--- config.mk ---
export PLATFORM = sky130hd
export DESIGN_NAME = tpr_reporter
export DESIGN_NICKNAME = d
export VERILOG_FILES = /design/src/shared/tpr_pkg.sv /design/src/design/tpr_fifo.sv /design/src/design/tpr_reporter.sv
export SDC_FILE = /design/constraint.sdc
export NUM_CORES = 1
export LEC_CHECK = 0
export BUFFER_PORTS_ARGS = -buffer_cell sky130_fd_sc_hd__buf_2
export CORE_ASPECT_RATIO = 0.7
export CORE_MARGIN = 1.5
export CORE_UTILIZATION = 30
export DETAILED_ROUTE_END_ITERATION = 10
export SYNTH_ARGS = -nofsm -noshare
export SYNTH_HDL_FRONTEND = slang
export SYNTH_HIERARCHICAL = 1
export SYNTH_SLANG_ARGS = --single-unit
--- constraint.sdc ---
create_clock -name mclk -period 3.63 [get_ports mclk]
set_clock_uncertainty 0.15 [all_clocks]
set_input_delay 0.363 -clock mclk [delete_from_list [all_inputs] [get_ports mclk]]
set_output_delay 0.363 -clock mclk [all_outputs]
set_load 0.03 [all_outputs]
--- src/shared/tpr_pkg.sv ---
`default_nettype none

package tpr_pkg;

  // Result codes and steps
  localparam logic [7:0] CODE_BUS_RESET = 8'h01;
  localparam logic [7:0] CODE_PARITY    = 8'h24;
  localparam logic [7:0] CODE_TIMEOUT   = 8'h2c;
  localparam logic [7:0] CODE_DONE      = 8'h60;
  localparam logic [7:0] CODE_ATN       = 8'h61;
  localparam logic [7:0] CODE_ATN_MSG   = 8'h62;
  localparam logic [7:0] CODE_MSG_LONG  = 8'h64;
  localparam logic [7:0] CODE_BAD_GROUP = 8'h65;
  localparam logic [7:0] CODE_RX_LONG   = 8'h67;
  localparam logic [7:0] STEP_BEFORE    = 8'h00;
  localparam logic [7:0] STEP_DURING    = 8'h01;
  localparam logic [7:0] STEP_AFTER     = 8'h02;

  // Message length limits
  localparam logic [5:0] MSG_LEN_LIMIT  = 6'h21;
  localparam logic [7:0] EXT_LEN_LIMIT  = 8'h1f;
  localparam logic [7:0] EXT_MSG_FIRST  = 8'h01;
  localparam logic [3:0] TWO_BYTE_HI    = 4'h2;
  localparam logic [5:0] EXT_LEN_OPEN   = 6'h3f;
  localparam logic [5:0] EXT_LEN_HDR    = 6'h02;

  // Command group lengths
  localparam logic [5:0] GRP0_LEN       = 6'h06;
  localparam logic [5:0] GRP12_LEN      = 6'h0a;
  localparam logic [5:0] GRP5_LEN       = 6'h0c;

  // Receive FIFO shape
  localparam int FIFO_WIDTH = 8;
  localparam int FIFO_DEPTH = 8;

  // Reset values
  localparam logic [15:0] TMO_RESET     = 16'h0000;

  typedef enum logic [1:0] {
    CMD_SEND_MSG    = 2'b00,
    CMD_RECV_MSG    = 2'b01,
    CMD_SEND_STATUS = 2'b10,
    CMD_RECV_CMD    = 2'b11
  } tpr_cmd_e;

  typedef enum logic [1:0] {
    ST_IDLE = 2'b00,
    ST_XFER = 2'b01,
    ST_POST = 2'b10
  } tpr_state_e;

endpackage

`default_nettype wire

--- src/design/tpr_fifo.sv ---
`timescale 1ns/10ps
`default_nettype none

module tpr_fifo #(
  parameter int WIDTH = 8,
  parameter int DEPTH = 8
) (
  input  wire logic             mclk,
  input  wire logic             reset,
  input  wire logic [WIDTH-1:0] in_data,
  input  wire logic             in_valid,
  output logic                  in_ready,
  output logic      [WIDTH-1:0] out_data,
  output logic                  out_valid,
  input  wire logic             out_ready
);

  localparam int AW = $clog2(DEPTH);

  typedef struct packed {
    logic [AW:0]   wr;
    logic [AW:0]   rd;
  } tpr_fifo_s;

  tpr_fifo_s             s_q;
  tpr_fifo_s             s_d;
  logic      [WIDTH-1:0] mem [DEPTH];
  logic                  push;
  logic                  pop;

  assign in_ready  = (s_q.wr - s_q.rd) != (AW+1)'(DEPTH);
  assign out_valid = s_q.wr != s_q.rd;
  assign out_data  = mem[s_q.rd[AW-1:0]];
  assign push      = in_valid && in_ready;
  assign pop       = out_valid && out_ready;

  always_comb begin
    s_d = s_q;
    if (push) begin
      s_d.wr = s_q.wr + 1'b1;
    end
    if (pop) begin
      s_d.rd = s_q.rd + 1'b1;
    end
  end

  always_ff @(posedge mclk) begin
    if (reset) begin
      s_q <= '0;
    end else begin
      s_q <= s_d;
    end
    if (push) begin
      mem[s_q.wr[AW-1:0]] <= in_data;
    end
  end

endmodule

`default_nettype wire

--- src/design/tpr_reporter.sv ---
`timescale 1ns/10ps
`default_nettype none

module tpr_reporter (
  input  wire logic        mclk,
  input  wire logic        reset,
  input  wire logic        cmd_start,
  input  wire logic [1:0]  cmd_sel,
  input  wire logic [5:0]  msg_len,
  input  wire logic        auto_receive,
  input  wire logic [15:0] req_ack_timeout,
  output logic             cmd_busy,
  input  wire logic [7:0]  host_tx_data,
  input  wire logic        host_tx_valid,
  output logic             host_tx_ready,
  output logic      [7:0]  host_rx_data,
  output logic             host_rx_valid,
  input  wire logic        host_rx_ready,
  input  wire logic        bus_reset,
  input  wire logic        bus_atn,
  output logic      [7:0]  link_tx_data,
  output logic             link_tx_valid,
  input  wire logic        link_tx_ready,
  input  wire logic [7:0]  link_rx_data,
  input  wire logic        link_rx_parity_err,
  input  wire logic        link_rx_valid,
  output logic             link_rx_ready,
  output logic      [7:0]  result_code,
  output logic      [7:0]  result_step,
  output logic             result_irq,
  input  wire logic        result_ack
);

  typedef struct packed {
    tpr_pkg::tpr_state_e state;
    tpr_pkg::tpr_cmd_e   cmd;
    logic                auto_rx;
    logic [5:0]          cnt;
    logic [5:0]          len;
    logic [7:0]          first;
    logic [15:0]         tmo;
    logic [7:0]          tx_byte;
    logic                tx_full;
    logic [7:0]          code;
    logic [7:0]          step;
    logic                irq;
  } tpr_s;

  tpr_s        s_q;
  tpr_s        s_d;
  logic        fifo_in_ready;
  logic        fifo_in_valid;
  logic        sending;
  logic        receiving;
  logic        rx_take;
  logic        tx_load;
  logic [5:0]  nb;
  logic [2:0]  grp;

  assign sending   = (s_q.state == tpr_pkg::ST_XFER) && !s_q.auto_rx &&
                     !s_q.cmd[0];
  assign receiving = (s_q.state == tpr_pkg::ST_XFER) &&
                     (s_q.auto_rx || s_q.cmd[0]);
  assign tx_load   = sending && !s_q.tx_full && !bus_reset;
  assign link_rx_ready = receiving && fifo_in_ready && !bus_reset;
  assign rx_take   = link_rx_valid && link_rx_ready;
  assign host_tx_ready = tx_load;
  assign fifo_in_valid = rx_take && !link_rx_parity_err;
  assign nb        = s_q.cnt + 6'h01;
  assign grp       = link_rx_data[7:5];

  assign cmd_busy      = s_q.state != tpr_pkg::ST_IDLE;
  assign link_tx_data  = s_q.tx_byte;
  assign link_tx_valid = s_q.tx_full;
  assign result_code   = s_q.code;
  assign result_step   = s_q.step;
  assign result_irq    = s_q.irq;

  tpr_fifo #(
    .WIDTH (tpr_pkg::FIFO_WIDTH),
    .DEPTH (tpr_pkg::FIFO_DEPTH)
  ) u_rx_fifo (
    .mclk      (mclk),
    .reset     (reset),
    .in_data   (link_rx_data),
    .in_valid  (fifo_in_valid),
    .in_ready  (fifo_in_ready),
    .out_data  (host_rx_data),
    .out_valid (host_rx_valid),
    .out_ready (host_rx_ready)
  );

  // Posts a result and returns to idle
  function automatic tpr_s post(input tpr_s s, input logic [7:0] code,
                                input logic [7:0] step);
    tpr_s r;
    r         = s;
    r.code    = code;
    r.step    = step;
    r.irq     = 1'b1;
    r.state   = tpr_pkg::ST_IDLE;
    r.tx_full = 1'b0;
    r.auto_rx = 1'b0;
    return r;
  endfunction

  always_comb begin
    s_d = s_q;
    if (result_ack) begin
      s_d.irq = 1'b0;
    end
    unique case (s_q.state)
      tpr_pkg::ST_IDLE: begin
        if (cmd_start) begin
          s_d.cmd     = tpr_pkg::tpr_cmd_e'(cmd_sel);
          s_d.cnt     = '0;
          s_d.tmo     = tpr_pkg::TMO_RESET;
          s_d.auto_rx = 1'b0;
          s_d.len     = (cmd_sel == tpr_pkg::CMD_SEND_STATUS) ?
                        6'h01 : msg_len;
          if (bus_reset) begin
            s_d = post(s_d, tpr_pkg::CODE_BUS_RESET,
                       tpr_pkg::STEP_BEFORE);
          end else if (cmd_sel == tpr_pkg::CMD_SEND_MSG &&
                       msg_len >= tpr_pkg::MSG_LEN_LIMIT) begin
            s_d = post(s_d, tpr_pkg::CODE_MSG_LONG,
                       tpr_pkg::STEP_DURING);
          end else begin
            s_d.state = tpr_pkg::ST_XFER;
          end
        end
      end
      tpr_pkg::ST_XFER: begin
        s_d.tmo = s_q.tmo + 16'h0001;
        if (bus_reset) begin
          s_d = post(s_d, tpr_pkg::CODE_BUS_RESET,
                     tpr_pkg::STEP_DURING);
        end else if (req_ack_timeout != '0 &&
                     s_q.tmo >= req_ack_timeout) begin
          s_d = post(s_d, tpr_pkg::CODE_TIMEOUT,
                     tpr_pkg::STEP_DURING);
        end else if (sending) begin
          if (tx_load && host_tx_valid) begin
            s_d.tx_byte = host_tx_data;
            s_d.tx_full = 1'b1;
            s_d.tmo     = tpr_pkg::TMO_RESET;
          end else if (s_q.tx_full && link_tx_ready) begin
            s_d.tx_full = 1'b0;
            s_d.tmo     = tpr_pkg::TMO_RESET;
            s_d.cnt     = nb;
            if (nb >= s_q.len) begin
              s_d.state = tpr_pkg::ST_POST;
            end
          end
        end else if (rx_take) begin
          s_d.tmo = tpr_pkg::TMO_RESET;
          s_d.cnt = nb;
          if (link_rx_parity_err) begin
            s_d = post(s_d, tpr_pkg::CODE_PARITY,
                       tpr_pkg::STEP_DURING);
          end else if (s_q.cmd == tpr_pkg::CMD_RECV_CMD && !s_q.auto_rx) begin
            if (s_q.cnt == '0) begin
              unique case (grp)
                3'd0: s_d.len = tpr_pkg::GRP0_LEN;
                3'd1, 3'd2: s_d.len = tpr_pkg::GRP12_LEN;
                3'd5: s_d.len = tpr_pkg::GRP5_LEN;
                3'd3, 3'd4, 3'd6, 3'd7: begin
                  s_d = post(s_d, tpr_pkg::CODE_BAD_GROUP,
                             tpr_pkg::STEP_DURING);
                end
              endcase
            end else if (nb >= s_q.len) begin
              s_d.state = tpr_pkg::ST_POST;
            end
          end else begin
            if (s_q.cnt == '0) begin
              s_d.first = link_rx_data;
              if (link_rx_data == tpr_pkg::EXT_MSG_FIRST) begin
                s_d.len = tpr_pkg::EXT_LEN_OPEN;
              end else if (link_rx_data[7:4] == tpr_pkg::TWO_BYTE_HI) begin
                s_d.len = 6'h02;
              end else begin
                s_d.len = 6'h01;
                s_d.state = tpr_pkg::ST_POST;
              end
            end else if (s_q.cnt == 6'h01 &&
                         s_q.first == tpr_pkg::EXT_MSG_FIRST) begin
              if (link_rx_data >= tpr_pkg::EXT_LEN_LIMIT) begin
                s_d = post(s_d, tpr_pkg::CODE_RX_LONG,
                           tpr_pkg::STEP_DURING);
              end else begin
                s_d.len = link_rx_data[5:0] + tpr_pkg::EXT_LEN_HDR;
              end
            end else if (nb >= s_q.len) begin
              s_d.state = tpr_pkg::ST_POST;
            end
          end
        end
      end
      tpr_pkg::ST_POST: begin
        if (bus_reset) begin
          s_d = post(s_d, tpr_pkg::CODE_BUS_RESET,
                     tpr_pkg::STEP_AFTER);
        end else if (s_q.auto_rx) begin
          s_d = post(s_d, tpr_pkg::CODE_ATN_MSG,
                     tpr_pkg::STEP_AFTER);
        end else if (bus_atn && !auto_receive) begin
          s_d = post(s_d, tpr_pkg::CODE_ATN,
                     tpr_pkg::STEP_AFTER);
        end else if (bus_atn && s_q.cmd != tpr_pkg::CMD_RECV_MSG) begin
          s_d.auto_rx = 1'b1;
          s_d.cnt     = '0;
          s_d.tmo     = tpr_pkg::TMO_RESET;
          s_d.state   = tpr_pkg::ST_XFER;
        end else begin
          s_d = post(s_d, tpr_pkg::CODE_DONE,
                     tpr_pkg::STEP_AFTER);
        end
      end
      default: begin
        s_d.state = tpr_pkg::ST_IDLE;
      end
    endcase
    if (s_q.irq && !result_ack) begin
      s_d.irq = 1'b1;
    end
  end

  always_ff @(posedge mclk) begin
    if (reset) begin
      s_q       <= '0;
      s_q.state <= tpr_pkg::ST_IDLE;
      s_q.cmd   <= tpr_pkg::CMD_SEND_MSG;
    end else begin
      s_q <= s_d;
    end
  end

endmodule

`default_nettype wire

Word-level counts from Yosys, hierarchy flattened
Memory sizes are Yosys's and may differ from the RTL's. A register that Yosys moved wholly into a read port is not among the register bits.
Cells that the tools add are included.

word-level totals
  flip-flop bits (word level) = 75
  word-level logic and storage cells = 206
  input bits = 52
  output and inout port bits = 38
  memories kept = 1
  RAM bits = 64

memory list
  name           depth  width  rd ports  clocked after memory_dff  wr ports  RTL line        source
  u_rx_fifo.mem  8      8      1         1                         1         tpr_fifo.sv:27  logic [WIDTH-1:0] mem [DEPTH];

operators by class
  reduce and logical (&&, ||, !) cells = 48
  bitwise operators = 8
  muxes and demuxes = 68
  $add $sub $neg = 6
  order comparisons = 4
  equal/unequal tests = 57

operator list
  cell                                                   count
  2-to-1 mux 67 bit                                      9
  case mux 65 bit (3 select lines)                       1
  2-to-1 mux 65 bit                                      2
  2-to-1 mux 11 bit                                      11
  2-to-1 mux 18 bit                                      4
  2-to-1 mux 66 bit                                      1
  2-to-1 mux 16 bit                                      3
  2-to-1 mux 42 bit                                      1
  2-to-1 mux 6 bit                                       6
  AND reduction 11 bit                                   3
  2-to-1 mux 14 bit                                      2
  2-to-1 mux 25 bit                                      1
  logical AND 1 bit                                      20
  2-to-1 mux 2 bit                                       10
  inequality test 2 bit, second input constant           10
  inequality test 6 x 3 -> 1 bit, second input constant  3
  case mux 6 bit (3 select lines)                        1
  2-to-1 mux 17 bit                                      1
  adder 16 x 1 -> 16 bit, second input constant          1
  equality test 8 x 1 -> 1 bit, second input constant    2
  >= comparator 16 bit                                   1
  inequality test 8 bit, second input constant           2
  nonzero test 16 bit                                    1
  inequality test 3 bit, second input constant           5
  53 further kinds                                       90

Longest topological paths before layout
Gate-level depths: netlist (run 1).

  word-level depth = 21
  depth in mapped cells = 14
  mapped depth without buffers = 13

By module
The synthesis (run 1) kept the hierarchy.

by module, submodules not included
  module        area each (sq um)  cells an instance  instances
  tpr_reporter  4,171.5            532                1
  tpr_fifo      3,085.5            170                1

Worst setup path before layout (run 1)
No wires, ideal clock.

  kind = reg2reg
  start = reg u_rx_fifo/s_q[5] (netlist bit)
  end = mem u_rx_fifo.mem[0][0] (enable)
  clock period less this slack = 3,550 ps
  cell stages (with the launch flop) = 12
  data arrival time = 3,006 ps
  setup time = 395 ps
  slack = 80 ps
  data required time = 3,085 ps
  cells stage by stage = dfxtp_1 -> ha_1 -> nand2b_1 -> a21oi_1 -> a32o_1 -> nand3_1 -> nand2_1 -> or3_1 -> buf_2 -> inv_2 -> nand3_1 -> nor4_1

on the way
  word-level cells in the longest chain between the ends = 9

ends and longest elaborated chain
  what                                    RTL line            source
  from (decl)                             tpr_fifo.sv:25      tpr_fifo_s s_q;
  subtractor 4 bit                        tpr_fifo.sv:31      assign in_ready = (s_q.wr - s_q.rd) != (AW+1)'(DEPTH);
  inequality test 4 bit                   tpr_fifo.sv:31
  net fifo_in_ready                       tpr_reporter.sv:51  logic fifo_in_ready;
  logical AND 1 bit (2 in series)         tpr_reporter.sv:65  assign link_rx_ready = receiving && fifo_in_ready && !bus_reset;
  logical AND 1 bit                       tpr_reporter.sv:66  assign rx_take = link_rx_valid && link_rx_ready;
  logical AND 1 bit                       tpr_reporter.sv:68  assign fifo_in_valid = rx_take && !link_rx_parity_err;
  net fifo_in_valid                       tpr_reporter.sv:52  logic fifo_in_valid;
  logical AND 1 bit                       tpr_fifo.sv:34      assign push = in_valid && in_ready;
  2-to-1 mux 1 bit                        tpr_fifo.sv:53      if (push) begin
  2-to-1 mux 1 bit (not written as such)  tpr_fifo.sv:54      mem[s_q.wr[AW-1:0]] <= in_data;
  to (decl)                               tpr_fifo.sv:27

The timed path passes the listed nets, and every way through them passes these cells.

Worst setup path after layout (run 1)
  start = reg u_rx_fifo/s_q[1] (netlist bit)
  end = mem u_rx_fifo.mem[0][4] (enable)

The elaborated chain is that of the path after synthesis.

==> results.txt, run 1 <==
----------------------------------------------------
[Status]
  Status ... completed

[Layout]
  Leading cell types in the layout, fill and taps excluded ... 81 x sky130_fd_sc_hd__buf_2, 73 x sky130_fd_sc_hd__nor2_1, 69 x sky130_fd_sc_hd__dfxtp_1
  Synthesis-to-finish area growth ... 17.1%
  Most common library cell in the layout ignoring fill and taps ... sky130_fd_sc_hd__buf_2
  Final Instance Count excl. Fillers ... 1103
  Number of inserted diodes ... 0
  Fraction of final layout cells with drive strength greater than 1 ... 0.227
  Number of fillers in the final layout ... 2377
  Layout net count ... 856

[STA]
  Post-Route Setup TNS ... 0 ns
  Number of hold-slack violations in the final timing report ... 0
  Slew at the pin closest to its max-slew limit ... 0.793 ns
  Tcrit/Tclk final ... 0.903
  RSZ-0062 raised after global routing ... no
  Final-report setup violation count ... 0
  Clock period minus final worst setup slack ... 3.28 ns
  FMAX ... 305 MHz
  Worst slew margin relative to its limit ... 0.470
  Slew Limit Fails ... 0

[Yosys]
  Fraction of registers with async set/reset ... 0
  Share of the yosys chip area belonging to registers ... 0.458
  Commonest register cell after synthesis ... sky130_fd_sc_hd__dfxtp_1
  Unique masters post-synth ... 81
  Number of enable flip-flop cells after synthesis ... 64
  Average instance area after synthesis ... 10.3 µm²
  Post-synthesis instance area ... 0.00726 mm²
  Cells after Synth ... 702
  Number of storage elements in the synthesis netlist ... 134
  Number of warnings reported in the yosys synthesis log ... 6

[Setup path]
  Data arrival time of the critical path ... 3.25 ns
  Worst path cell trace ... inv_1 > ha_1 > nand2b_1 > a21oi_1 > a32o_1 > nand3_1 > nand2_1 > or3_1 > inv_2 > nand3_1 > nor4_1 > buf_4
  R2r worst-path depth ... 12
  Terminus of the critical flop-to-flop path ... u_rx_fifo/mem[0][4]$_DFFE_PP_
  Endpoint type of the worst setup path ... flip-flop
  Largest stage delay on the critical path ... 0.40 ns
  Required time at the worst-slack endpoint ... 3.60 ns
  Maximum fanout along the worst path ... 8
  Crit path launch type ... flip-flop
  R2R Path Start ... u_rx_fifo/s_q[1]$_SDFFE_PP0P_
  Slowest cell on the critical path ... sky130_fd_sc_hd__or3_1
  Worst Path Class, Setup ... reg -> reg
  Slack of the worst reg-to-reg path ... 0.35 ns
  Most frequent CP cell ... sky130_fd_sc_hd__nand3_1

[Die]
  Placeable Area ... 0.0237 mm²
  Floorplan die width ... 189 µm
  Number of cell rows ... 47
  Die extent in y ... 133 µm
  Initial standard-cell utilization of the core ... 0.306
  Number of top-level design ports ... 90
  Floorplan die area ... 0.0251 mm²

[Clocking]
  Clock Path Buffers ... 2
  Insertion delay to the later sink of the worst-skew pair ... 0.42 ns
  Post-cts hold buffer count ... 0
  Number of setup buffers added after CTS ... 0
  Clock tree from TritonCTS ... built
  CTS Buf Count ... 17
  Master cell of the clock root buffer ... sky130_fd_sc_hd__clkbuf_16
  Clk slew on worst S/H paths ... 0.06 ns
  # H-tree levels ... 4
  Sink count of the clock tree ... 134

[Routing]
  Per-cell via count in the routed design ... 4.96
  Count of vias placed by the detailed router ... 5476
  Number of detailed-route iterations in the first pass ... 5
  Total wirelength of the detailed-routed design ... 17.5 mm
  Routed len/inst ... 15.9 µm
  Number of remaining DRC errors ... 0
  Iteration-0 DRC count of the detailed router ... 541
  DRT antenna net count ... 0

[GRT]
  Vias in the first global route ... 5143
  Number of antenna violations at the first check in global routing ... 0
  Maximum number of pins on one net before global-route repair ... 39
  Overflow left after global routing ... 0
  Overall Global Routing Usage ... 0.145
  Global-route wire length before repair ... 28.4 mm

[Place]
  Post-detailed-placement half-perimeter wirelength ... 12.9 mm
  Global placement routability congestion ... 0.811
  Number of placed instances, taps included ... 1071
  Input/output buffers ... 81

[Power]
  Power per cell area ... 435 mW/mm²
  Largest voltage drop on the vdd net ... 0.341 mV
  Final total power ... 3.70 mW
  LEAKAGE ... 3.17 nW

[Run]
  Max capacitance violation total ... 0

[Worst hold path]
  Startpoint of the lowest-slack hold path ... host_tx_data[5]
  Cell count of the worst hold path ... 3
  Type of the most critical hold path ... in -> reg
  Worst Hold End ... link_tx_data[5]$_SDFFE_PP0P_

----------------------------------------------------
[worst max-delay path by stage]
| stage | cells after the start | end | start | slack (ns) |
|---|---|---|---|---|
| after detailed placement | 11 | u_rx_fifo/mem[0][2]$_DFFE_PP_ | u_rx_fifo/s_q[5]$_SDFFE_PP0P_ | 0.35 |
| after CTS | 11 | u_rx_fifo/mem[0][4]$_DFFE_PP_ | u_rx_fifo/s_q[5]$_SDFFE_PP0P_ | 0.32 |
| after global placement | 11 | u_rx_fifo/mem[0][2]$_DFFE_PP_ | u_rx_fifo/s_q[5]$_SDFFE_PP0P_ | 0.41 |
| after global routing | 12 | u_rx_fifo/mem[1][4]$_DFFE_PP_ | u_rx_fifo/s_q[1]$_SDFFE_PP0P_ | 0.03 |
| final | 12 | u_rx_fifo/mem[0][4]$_DFFE_PP_ | u_rx_fifo/s_q[1]$_SDFFE_PP0P_ | 0.35 |
| after floorplan | 11 | u_rx_fifo/mem[0][0]$_DFFE_PP_ | u_rx_fifo/s_q[5]$_SDFFE_PP0P_ | 0.08 |
[cell usage after synthesis, drive strengths merged, types with 4 or more instances]
cell type,count,share of area
clkbuf,19,0.0098
a21oi,36,0.026
a211oi,13,0.015
o21ai,17,0.012
mux2,13,0.020
a2111oi,4,0.0050
a22o,4,0.0048
xor2,14,0.017
dfxtp,70,0.19
nor3b,4,0.0057
nand2,55,0.028
nand3,25,0.017
nor4,18,0.021
nor3,19,0.015
a211o,5,0.0060
nor2,75,0.040
buf,36,0.034
edfxtp,64,0.26
ha,32,0.055
xnor2,11,0.013
a31oi,10,0.0086
nand2b,11,0.0095
inv,37,0.019
o211ai,5,0.0052
o31ai,7,0.0091
mux4,16,0.050
nand4,12,0.011
nor2b,5,0.0043
mux2i,10,0.014
[routing by layer]
metal  GRT usage  vias up  routed length, µm
met2       0.199      161               7290
met1       0.224     2593               9110
met3      0.0345       10               1010
li1            -     2712                  -
met4      0.0401        0                140
met5           0        -                  0
[metrics by stage]
stage	worst slack (ns)	hold WS [ns]	area (µm²)	util
2_1_floorplan	0.0797	0.277	7280	-
3_3_place_gp	0.406	0.282	7900	0.333
3_5_place_dp	0.347	0.293	7900	0.333
4_1_cts	0.319	0.0112	8500	0.359
5_1_grt	0.0299	0.0459	8500	0.359
6_report	0.352	0.0285	8500	0.359
[power by group]
group / internal (mW) / switching [mW] / total (mW)
clock network: 1.05 / 0.717 / 1.77
logic: 0.106 / 0.207 / 0.313
registers: 1.60 / 0.0153 / 1.62
[worst max-delay path, delay by kind of cell (launching register included)]
family / cells / cell delay, ns
compound gates: 2 / 0.32
fa+ha+maj: 1 / 0.35
buf+inv: 3 / 0.45
flops: 1 / 0.36
simple gates: 6 / 1.34
[flip-flops by register name, indices dropped and copies added (netlist names), named ones only]
signal / flops
u_rx_fifo/mem: 64
result_step: 2
link_tx_valid: 1
u_rx_fifo/s_q: 8
result_irq: 1
link_tx_data: 8
s_q: 41
result_code: 6
[repair_timing]
| item | in CTS | in global routing |
|---|---|---|
| setup endpoints to repair | 0 | 8 |
| hold endpoints to repair | 0 | 0 |
| resized for setup | 0 | 1 |
[cells by family after synthesis]
logic type      synth area share
compound gates             0.126
xor+xnor                  0.0333
buf+inv                   0.0634
flops                      0.458
other cells             0.000517
simple gates               0.180
mux                       0.0836
fa+ha+maj                 0.0552
[layout make-up]
cell class	instances	area, µm²	area share
Tap cell	318	398	0.0468
Timing Repair Buffer	99	541	0.0636
Multi-Input combinational cell	483	3500	0.412
Clock buffer	18	439	0.0517
Clock inverter	14	160	0.0188
Sequential cell	134	3320	0.391
Inverter	37	139	0.0163
No activity file was read; power rests on OpenSTA's default activity.
==> inputs of run 2 (changes only) <==
--- a/config.mk
+++ b/config.mk
@@ -9,6 +9,7 @@
 export CORE_ASPECT_RATIO = 0.7
 export CORE_MARGIN = 1.5
 export CORE_UTILIZATION = 30
+export CTS_CLUSTER_DIAMETER = 60
 export DETAILED_ROUTE_END_ITERATION = 10
 export SYNTH_ARGS = -nofsm -noshare
 export SYNTH_HDL_FRONTEND = slang
==> constraint.sdc (replaced) <==
create_clock -name mclk -period 3.63 [get_ports mclk]
set_clock_uncertainty 0.15 [all_clocks]
set_input_delay 0.726 -clock mclk [delete_from_list [all_inputs] [get_ports mclk]]
set_output_delay 0.726 -clock mclk [all_outputs]
set_load 0.03 [all_outputs]
==> run 2 against run 1 <==
Against the previous run:
- clock-buffer cell count is 2 higher
- sequential share of layout area is 0.27 points lower
- combinational power is 2% higher
- wire length is 1.4% higher
- core utilization is 0.23 points higher
- power is 1.2% lower
- hold slack better by 0.27 ns
- largest power group unchanged
==> results.txt, run 2 (synthesis results as in run 1) <==
----------------------------------------------------
[Status]
  Status ... completed

[GRT]
  Global-route wire length before repair ... 28.9 mm (+1.9%)
  Overall Global Routing Usage ... 0.148 (+0.00243)
  Number of antenna violations at the first check in global routing ... 1 (+1)
  Overflow left after global routing ... 0 (unchanged)
  Vias in the first global route ... 5250 (+2.1%)
  Maximum number of pins on one net before global-route repair ... 28 (-28%)

[Place]
  Pre-CTS worst setup slack ... 0.313 ns (-0.0348 ns)
  Input/output buffers ... 81 (unchanged)
  Post-detailed-placement half-perimeter wirelength ... 13.3 mm (+2.4%)
  Cell Area, Placed ... 0.00796 mm² (+0.76%)
  Number of placed instances, taps included ... 1079 (+0.75%)
  Global placement routability congestion ... 0.839 (+3.4%)

[Routing]
  Count of vias placed by the detailed router ... 5558 (+1.5%)
  Per-cell via count in the routed design ... 5.00 (+0.68%)
  Routed len/inst ... 16.0 µm (+0.60%)
  Number of remaining DRC errors ... 0 (unchanged)
  Number of detailed-route iterations in the first pass ... 5 (unchanged)
  Iteration-0 DRC count of the detailed router ... 451 (-17%)
  Total wirelength of the detailed-routed design ... 17.8 mm (+1.4%)
  DRT antenna net count ... 0 (unchanged)

[Layout]
  Layout net count ... 864 (+0.93%)
  Final Instance Count excl. Fillers ... 1112 (+0.82%)
  Most common library cell in the layout ignoring fill and taps ... sky130_fd_sc_hd__buf_2
  Post-route cell area ... 0.00856 mm² (+0.65%)
  Max reg flops ... 64 (unchanged)
  Synthesis-to-finish area growth ... 17.9%
  Fraction of final layout cells with drive strength greater than 1 ... 0.233 (+0.00654)
  Leading cell types in the layout, fill and taps excluded ... 81 x sky130_fd_sc_hd__buf_2, 73 x sky130_fd_sc_hd__nor2_1, 70 x sky130_fd_sc_hd__dfxtp_1

[STA]
  Post-Route Setup TNS ... 0 ns (unchanged)
  Slew Limit Fails ... 0 (unchanged)
  Final-report setup violation count ... 0 (unchanged)
  Number of hold-slack violations in the final timing report ... 0 (unchanged)
  Final hold slack ... 0.300 ns (+0.272 ns)
  RSZ-0062 raised after global routing ... no
  FMAX ... 301 MHz (-1.3%)
  Worst path setup slack after routing ... 0.308 ns (-0.0440 ns)
  Tcrit/Tclk final ... 0.915 (+0.0121)
  Slew at the pin closest to its max-slew limit ... 0.845 ns (+0.0517 ns)
  Clock period minus final worst setup slack ... 3.32 ns (+0.0440 ns)
  Worst slew margin relative to its limit ... 0.436 (-0.0345)

[Worst hold path]
  Cell count of the worst hold path ... 1 (-2)
  Type of the most critical hold path ... reg -> reg

[Setup path]
  Worst Path Class, Setup ... reg -> reg
  Endpoint type of the worst setup path ... flip-flop
  Data arrival time of the critical path ... 3.31 ns (+0.06 ns)
  Maximum fanout along the worst path ... 8 (unchanged)
  R2r worst-path depth ... 11 (-1)
  Crit path launch type ... flip-flop
  Required time at the worst-slack endpoint ... 3.62 ns (+0.02 ns)

[Clocking]
  # H-tree levels ... 4 (unchanged)
  Master cell of the clock root buffer ... sky130_fd_sc_hd__clkbuf_16
  Clk slew on worst S/H paths ... 0.06 ns (about the same)
  Clock tree from TritonCTS ... built
  CTS Buf Count ... 17 (unchanged)
  Number of gates given a new drive strength after cts ... 0 (unchanged)
  Clock Path Buffers ... 2 (unchanged)
  Insertion delay to the later sink of the worst-skew pair ... 0.42 ns (about the same)
  Sink count of the clock tree ... 134 (unchanged)
  Number of setup buffers added after CTS ... 0 (unchanged)
  Post-cts hold buffer count ... 0 (unchanged)

[Run]
  Max capacitance violation total ... 0 (unchanged)

[Die]
  Placeable Area ... 0.0237 mm² (unchanged)
  Number of top-level design ports ... 90 (unchanged)
  Die extent in y ... 133 µm (unchanged)
  Number of cell rows ... 47 (unchanged)
  Floorplan die width ... 189 µm (unchanged)
  Initial standard-cell utilization of the core ... 0.306 (unchanged)
  Floorplan die area ... 0.0251 mm² (unchanged)

[Power]
  LEAKAGE ... 3.20 nW (+1.0%)
  Power per cell area ... 427 mW/mm² (-1.8%)
  Largest voltage drop on the vdd net ... 0.299 mV (-12%)

----------------------------------------------------
-- run 2: power breakdown --
group	total [mW]	switching (mW)	leakage, nW	internal (mW)
clock	1.72	0.691	0.293	1.03
sequential	1.61	0.0143	1.14	1.60
combinational	0.318	0.209	1.77	0.109
total	3.65	0.914	3.20	2.74
-- run 2: worst paths after layout --
| kind | startpoint | end | slack, ns |
|---|---|---|---|
| max | u_rx_fifo/s_q[4]$_SDFFE_PP0P_ | u_rx_fifo/mem[2][4]$_DFFE_PP_ | 0.31 |
| min | result_code[6]$_SDFFE_PP0P_ | result_code[6]$_SDFFE_PP0P_ | 0.30 |
| max reg2reg | u_rx_fifo/s_q[4]$_SDFFE_PP0P_ | u_rx_fifo/mem[2][4]$_DFFE_PP_ | 0.31 |
| min reg2reg | result_code[6]$_SDFFE_PP0P_ | result_code[6]$_SDFFE_PP0P_ | 0.30 |
-- run 2: area by class of cell --
type	instances	area [µm²]
Fill cell	2368	15100
Multi-Input combinational cell	483	3500
Sequential cell	134	3320
Timing Repair Buffer	107	601
Clock buffer	20	478
Tap cell	318	398
Inverter	37	139
Clock inverter	12	115
Antenna cell	1	2.50
-- run 2: per-stage QoR --
stage / util / power (mW)
floorplan: - / 1.86
global placement: 0.336 / 1.96
detailed placement: 0.336 / 1.96
CTS: 0.361 / 3.68
global route: 0.361 / 3.78
finish: 0.361 / 3.65
-- run 2: critical path, cell delays in order (launching register included) --
cell	delay [ns]
sky130_fd_sc_hd__dfxtp_1	0.46
sky130_fd_sc_hd__inv_1	0.16
sky130_fd_sc_hd__ha_1	0.20
sky130_fd_sc_hd__nand2b_1	0.22
sky130_fd_sc_hd__a32o_1	0.26
sky130_fd_sc_hd__nand3_1	0.12
sky130_fd_sc_hd__nand2_1	0.12
sky130_fd_sc_hd__or3_1	0.39
sky130_fd_sc_hd__inv_2	0.15
sky130_fd_sc_hd__nand3_1	0.21
sky130_fd_sc_hd__nor4_1	0.37
sky130_fd_sc_hd__buf_4	0.23
-- run 2: metal layers --
layer  up-vias  track usage  wire, µm
li1       2729            -         -
met1      2655        0.229      9470
met2       160        0.201      7190
met3        14       0.0342       986
met4         0       0.0397       158
met5         -            0         0
==> inputs of run 3 (changes only) <==
--- a/config.mk
+++ b/config.mk
@@ -8,9 +8,10 @@
 export BUFFER_PORTS_ARGS = -buffer_cell sky130_fd_sc_hd__buf_2
 export CORE_ASPECT_RATIO = 0.7
 export CORE_MARGIN = 1.5
-export CORE_UTILIZATION = 30
+export CORE_UTILIZATION = 53
 export CTS_CLUSTER_DIAMETER = 60
 export DETAILED_ROUTE_END_ITERATION = 10
+export PLACE_DENSITY = 0.77
 export SYNTH_ARGS = -nofsm -noshare
 export SYNTH_HDL_FRONTEND = slang
 export SYNTH_HIERARCHICAL = 1
==> run 3 against run 2 <==
Against the previous run:
- global-route usage grew 10 points
- via count grew 3.1%
- maximum frequency shrank 0.83%
- wire length shrank 3.6%
- combinational power shrank 1%
==> results.txt, run 3 (synthesis results as in run 1) <==
----------------------------------------------------
[Status]
  Status ... completed

[Setup path]
  Bufs and invs on worst path ... 3 (unchanged)
  Largest stage delay on the critical path ... 0.45 ns (about the same)
  Maximum fanout along the worst path ... 11 (+3)
  Required time at the worst-slack endpoint ... 3.61 ns (about the same)
  Crit path launch type ... flip-flop
  Worst path cell trace ... inv_1 > ha_1 > nand2b_1 > a32o_1 > nand3_1 > nand2_1 > or3_4 > inv_2 > nand3_1 > nor4_1 > buf_4
  Data arrival time of the critical path ... 3.33 ns (+0.02 ns)
  Slowest cell on the critical path ... sky130_fd_sc_hd__dfxtp_1
  Most frequent CP cell ... sky130_fd_sc_hd__nand3_1
  Worst Path Class, Setup ... reg -> reg
  Endpoint type of the worst setup path ... flip-flop
  Levels on crit path ... 11 (unchanged)
  R2r worst-path depth ... 11 (unchanged)
  Largest delay contributor family on the critical path ... simple AND/OR/NAND/NOR gates

[GRT]
  Maximum number of pins on one net before global-route repair ... 28 (unchanged)
  Global-route wire length before repair ... 27.9 mm (-3.7%)
  Global routing usage on met3 ... 0.0575 (+0.0232)
  Global routing met2 resource utilization ... 0.391 (+0.190)
  Number of antenna violations at the first check in global routing ... 1 (unchanged)
  Overall Global Routing Usage ... 0.251 (+0.103)
  Vias in the first global route ... 5602 (+6.7%)
  Overflow left after global routing ... 0 (unchanged)
  Busiest layer in global routing ... met2
  Met1 global-route usage ... 0.349 (+0.119)

[Layout]
  Max reg flops ... 64 (unchanged)
  Number of inserted diodes ... 0 (-1)
  Synthesis-to-finish area growth ... 14.6%
  Leading cell types in the layout, fill and taps excluded ... 81 x sky130_fd_sc_hd__buf_2, 73 x sky130_fd_sc_hd__nor2_1, 69 x sky130_fd_sc_hd__dfxtp_1
  Most common library cell in the layout ignoring fill and taps ... sky130_fd_sc_hd__buf_2
  Fraction of final layout cells with drive strength greater than 1 ... 0.228 (-0.00527)
  Layout net count ... 856 (-0.93%)
  Number of fillers in the final layout ... 1066 (-55%)
  Post-route cell area ... 0.00832 mm² (-2.8%)

[Power]
  Switching power ... 949 µW (+3.8%)
  Power per cell area ... 428 mW/mm² (+0.23%)
  LEAKAGE ... 3.15 nW (-1.6%)
  Internal ... 2.61 mW (-4.7%)
  Combinational group share of total power ... 0.088 (about the same)
  Clock share of power ... 0.458 (-0.013)
  Largest voltage drop on the vdd net ... 0.367 mV (+23%)
  Proportion of power drawn by flip-flops and latches ... 0.454 (+0.012)
  Net switching fraction of the power ... 0.266 (+0.0162)

[Clocking]
  # H-tree levels ... 4 (unchanged)
  Sink count of the clock tree ... 134 (unchanged)
  Post-cts hold buffer count ... 0 (unchanged)
  CTS Buf Count ... 17 (unchanged)
  Master cell of the clock root buffer ... sky130_fd_sc_hd__clkbuf_16
  Insertion delay to the later sink of the worst-skew pair ... 0.42 ns (about the same)
  Clock tree from TritonCTS ... built
  Clk slew on worst S/H paths ... 0.06 ns (about the same)
  Clock Path Buffers ... 2 (unchanged)

[Place]
  Post-detailed-placement half-perimeter wirelength ... 12.4 mm (-6.4%)
  Cell Area, Placed ... 0.00775 mm² (-2.7%)
  Global placement routability congestion ... 0.894 (+6.5%)
  Pre-CTS worst setup slack ... 0.166 ns (-0.146 ns)
  Input/output buffers ... 81 (unchanged)

[STA]
  Clock period minus final worst setup slack ... 3.35 ns (+0.0279 ns)
  Number of hold-slack violations in the final timing report ... 0 (unchanged)
  Worst path setup slack after routing ... 0.280 ns (-0.0279 ns)
  RSZ-0062 raised after global routing ... yes
  Slew Limit Fails ... 0 (unchanged)
  Slew at the pin closest to its max-slew limit ... 0.766 ns (-0.0789 ns)
  Final-report setup violation count ... 0 (unchanged)
  FMAX ... 299 MHz (-0.83%)
  Tcrit/Tclk final ... 0.923 (+0.00769)
  Final hold slack ... 0.297 ns (-0.00331 ns)
  Worst slew margin relative to its limit ... 0.489 (+0.0527)

[Worst hold path]
  Cell count of the worst hold path ... 1 (unchanged)
  Type of the most critical hold path ... reg -> reg

[Routing]
  DRT antenna net count ... 0 (unchanged)
  Count of vias placed by the detailed router ... 5733 (+3.1%)
  Number of remaining DRC errors ... 0 (unchanged)
  Number of detailed-route iterations in the first pass ... 4 (-1)
  Iteration-0 DRC count of the detailed router ... 487 (+8.0%)
  Total wirelength of the detailed-routed design ... 17.2 mm (-3.6%)
  Routed len/inst ... 17.7 µm (+11%)
  Per-cell via count in the routed design ... 5.91 (+18%)

[Die]
  Floorplan die area ... 0.0144 mm² (-43%)
  Initial standard-cell utilization of the core ... 0.547 (+0.241)
  Number of top-level design ports ... 90 (unchanged)
  Placeable Area ... 0.0133 mm² (-44%)
  Number of cell rows ... 35 (-26%)
  Floorplan die width ... 143 µm (-24%)
  Die extent in y ... 101 µm (-24%)

[Run]
  Max capacitance violation total ... 0 (unchanged)

----------------------------------------------------
==> run 3: layout make-up <==
type | instances | area, µm² | share of cell area
Multi-Input combinational cell | 483 | 3510 | 0.422
Sequential cell | 134 | 3320 | 0.400
Timing Repair Buffer | 99 | 553 | 0.0665
Clock buffer | 17 | 425 | 0.0511
Tap cell | 185 | 231 | 0.0278
Inverter | 37 | 139 | 0.0167
Clock inverter | 15 | 134 | 0.0161
==> run 3: power by group through the flow <==
stage	combinational (mW)	clock [mW]	sequential (mW)
2_1_floorplan	0.213	0	1.65
3_3_place_gp	0.299	0	1.65
3_5_place_dp	0.306	0	1.65
4_1_cts	0.309	1.66	1.61
5_1_grt	0.345	1.72	1.62
6_report	0.314	1.63	1.62
==> run 3: routing by layer <==
layer  share of wire  up-vias
met5               0        -
met4           0.011        0
met3           0.076       19
met2            0.46      246
met1            0.46     2768
li1                -     2700
==> run 3: path summary, 6_finish.rpt <==
check | from | endpoint | slack, ns
setup / recovery | u_rx_fifo/s_q[4]$_SDFFE_PP0P_ | u_rx_fifo/mem[0][1]$_DFFE_PP_ | 0.28
hold / removal | result_code[6]$_SDFFE_PP0P_ | result_code[6]$_SDFFE_PP0P_ | 0.30
setup reg to reg | u_rx_fifo/s_q[4]$_SDFFE_PP0P_ | u_rx_fifo/mem[0][1]$_DFFE_PP_ | 0.28
hold reg to reg | result_code[6]$_SDFFE_PP0P_ | result_code[6]$_SDFFE_PP0P_ | 0.30
==> run 3: per-stage QoR <==
| step | power (mW) | utilization | instances | setup TNS (ns) |
|---|---|---|---|---|
| after CTS | 3.58 | 0.626 | 970 | 0 |
| after floorplan | 1.86 | - | 709 | 0 |
| final | 3.56 | 0.627 | 970 | 0 |
| after global placement | 1.95 | 0.584 | 938 | 0 |
| after detailed placement | 1.95 | 0.584 | 938 | 0 |
| after global routing | 3.68 | 0.627 | 970 | -0.141 |
==> run 3: timing repair <==
action                                  CTS  global route
buffers inserted                          0             0
gates resized for setup                   0             3
endpoints found under the setup margin    0            71
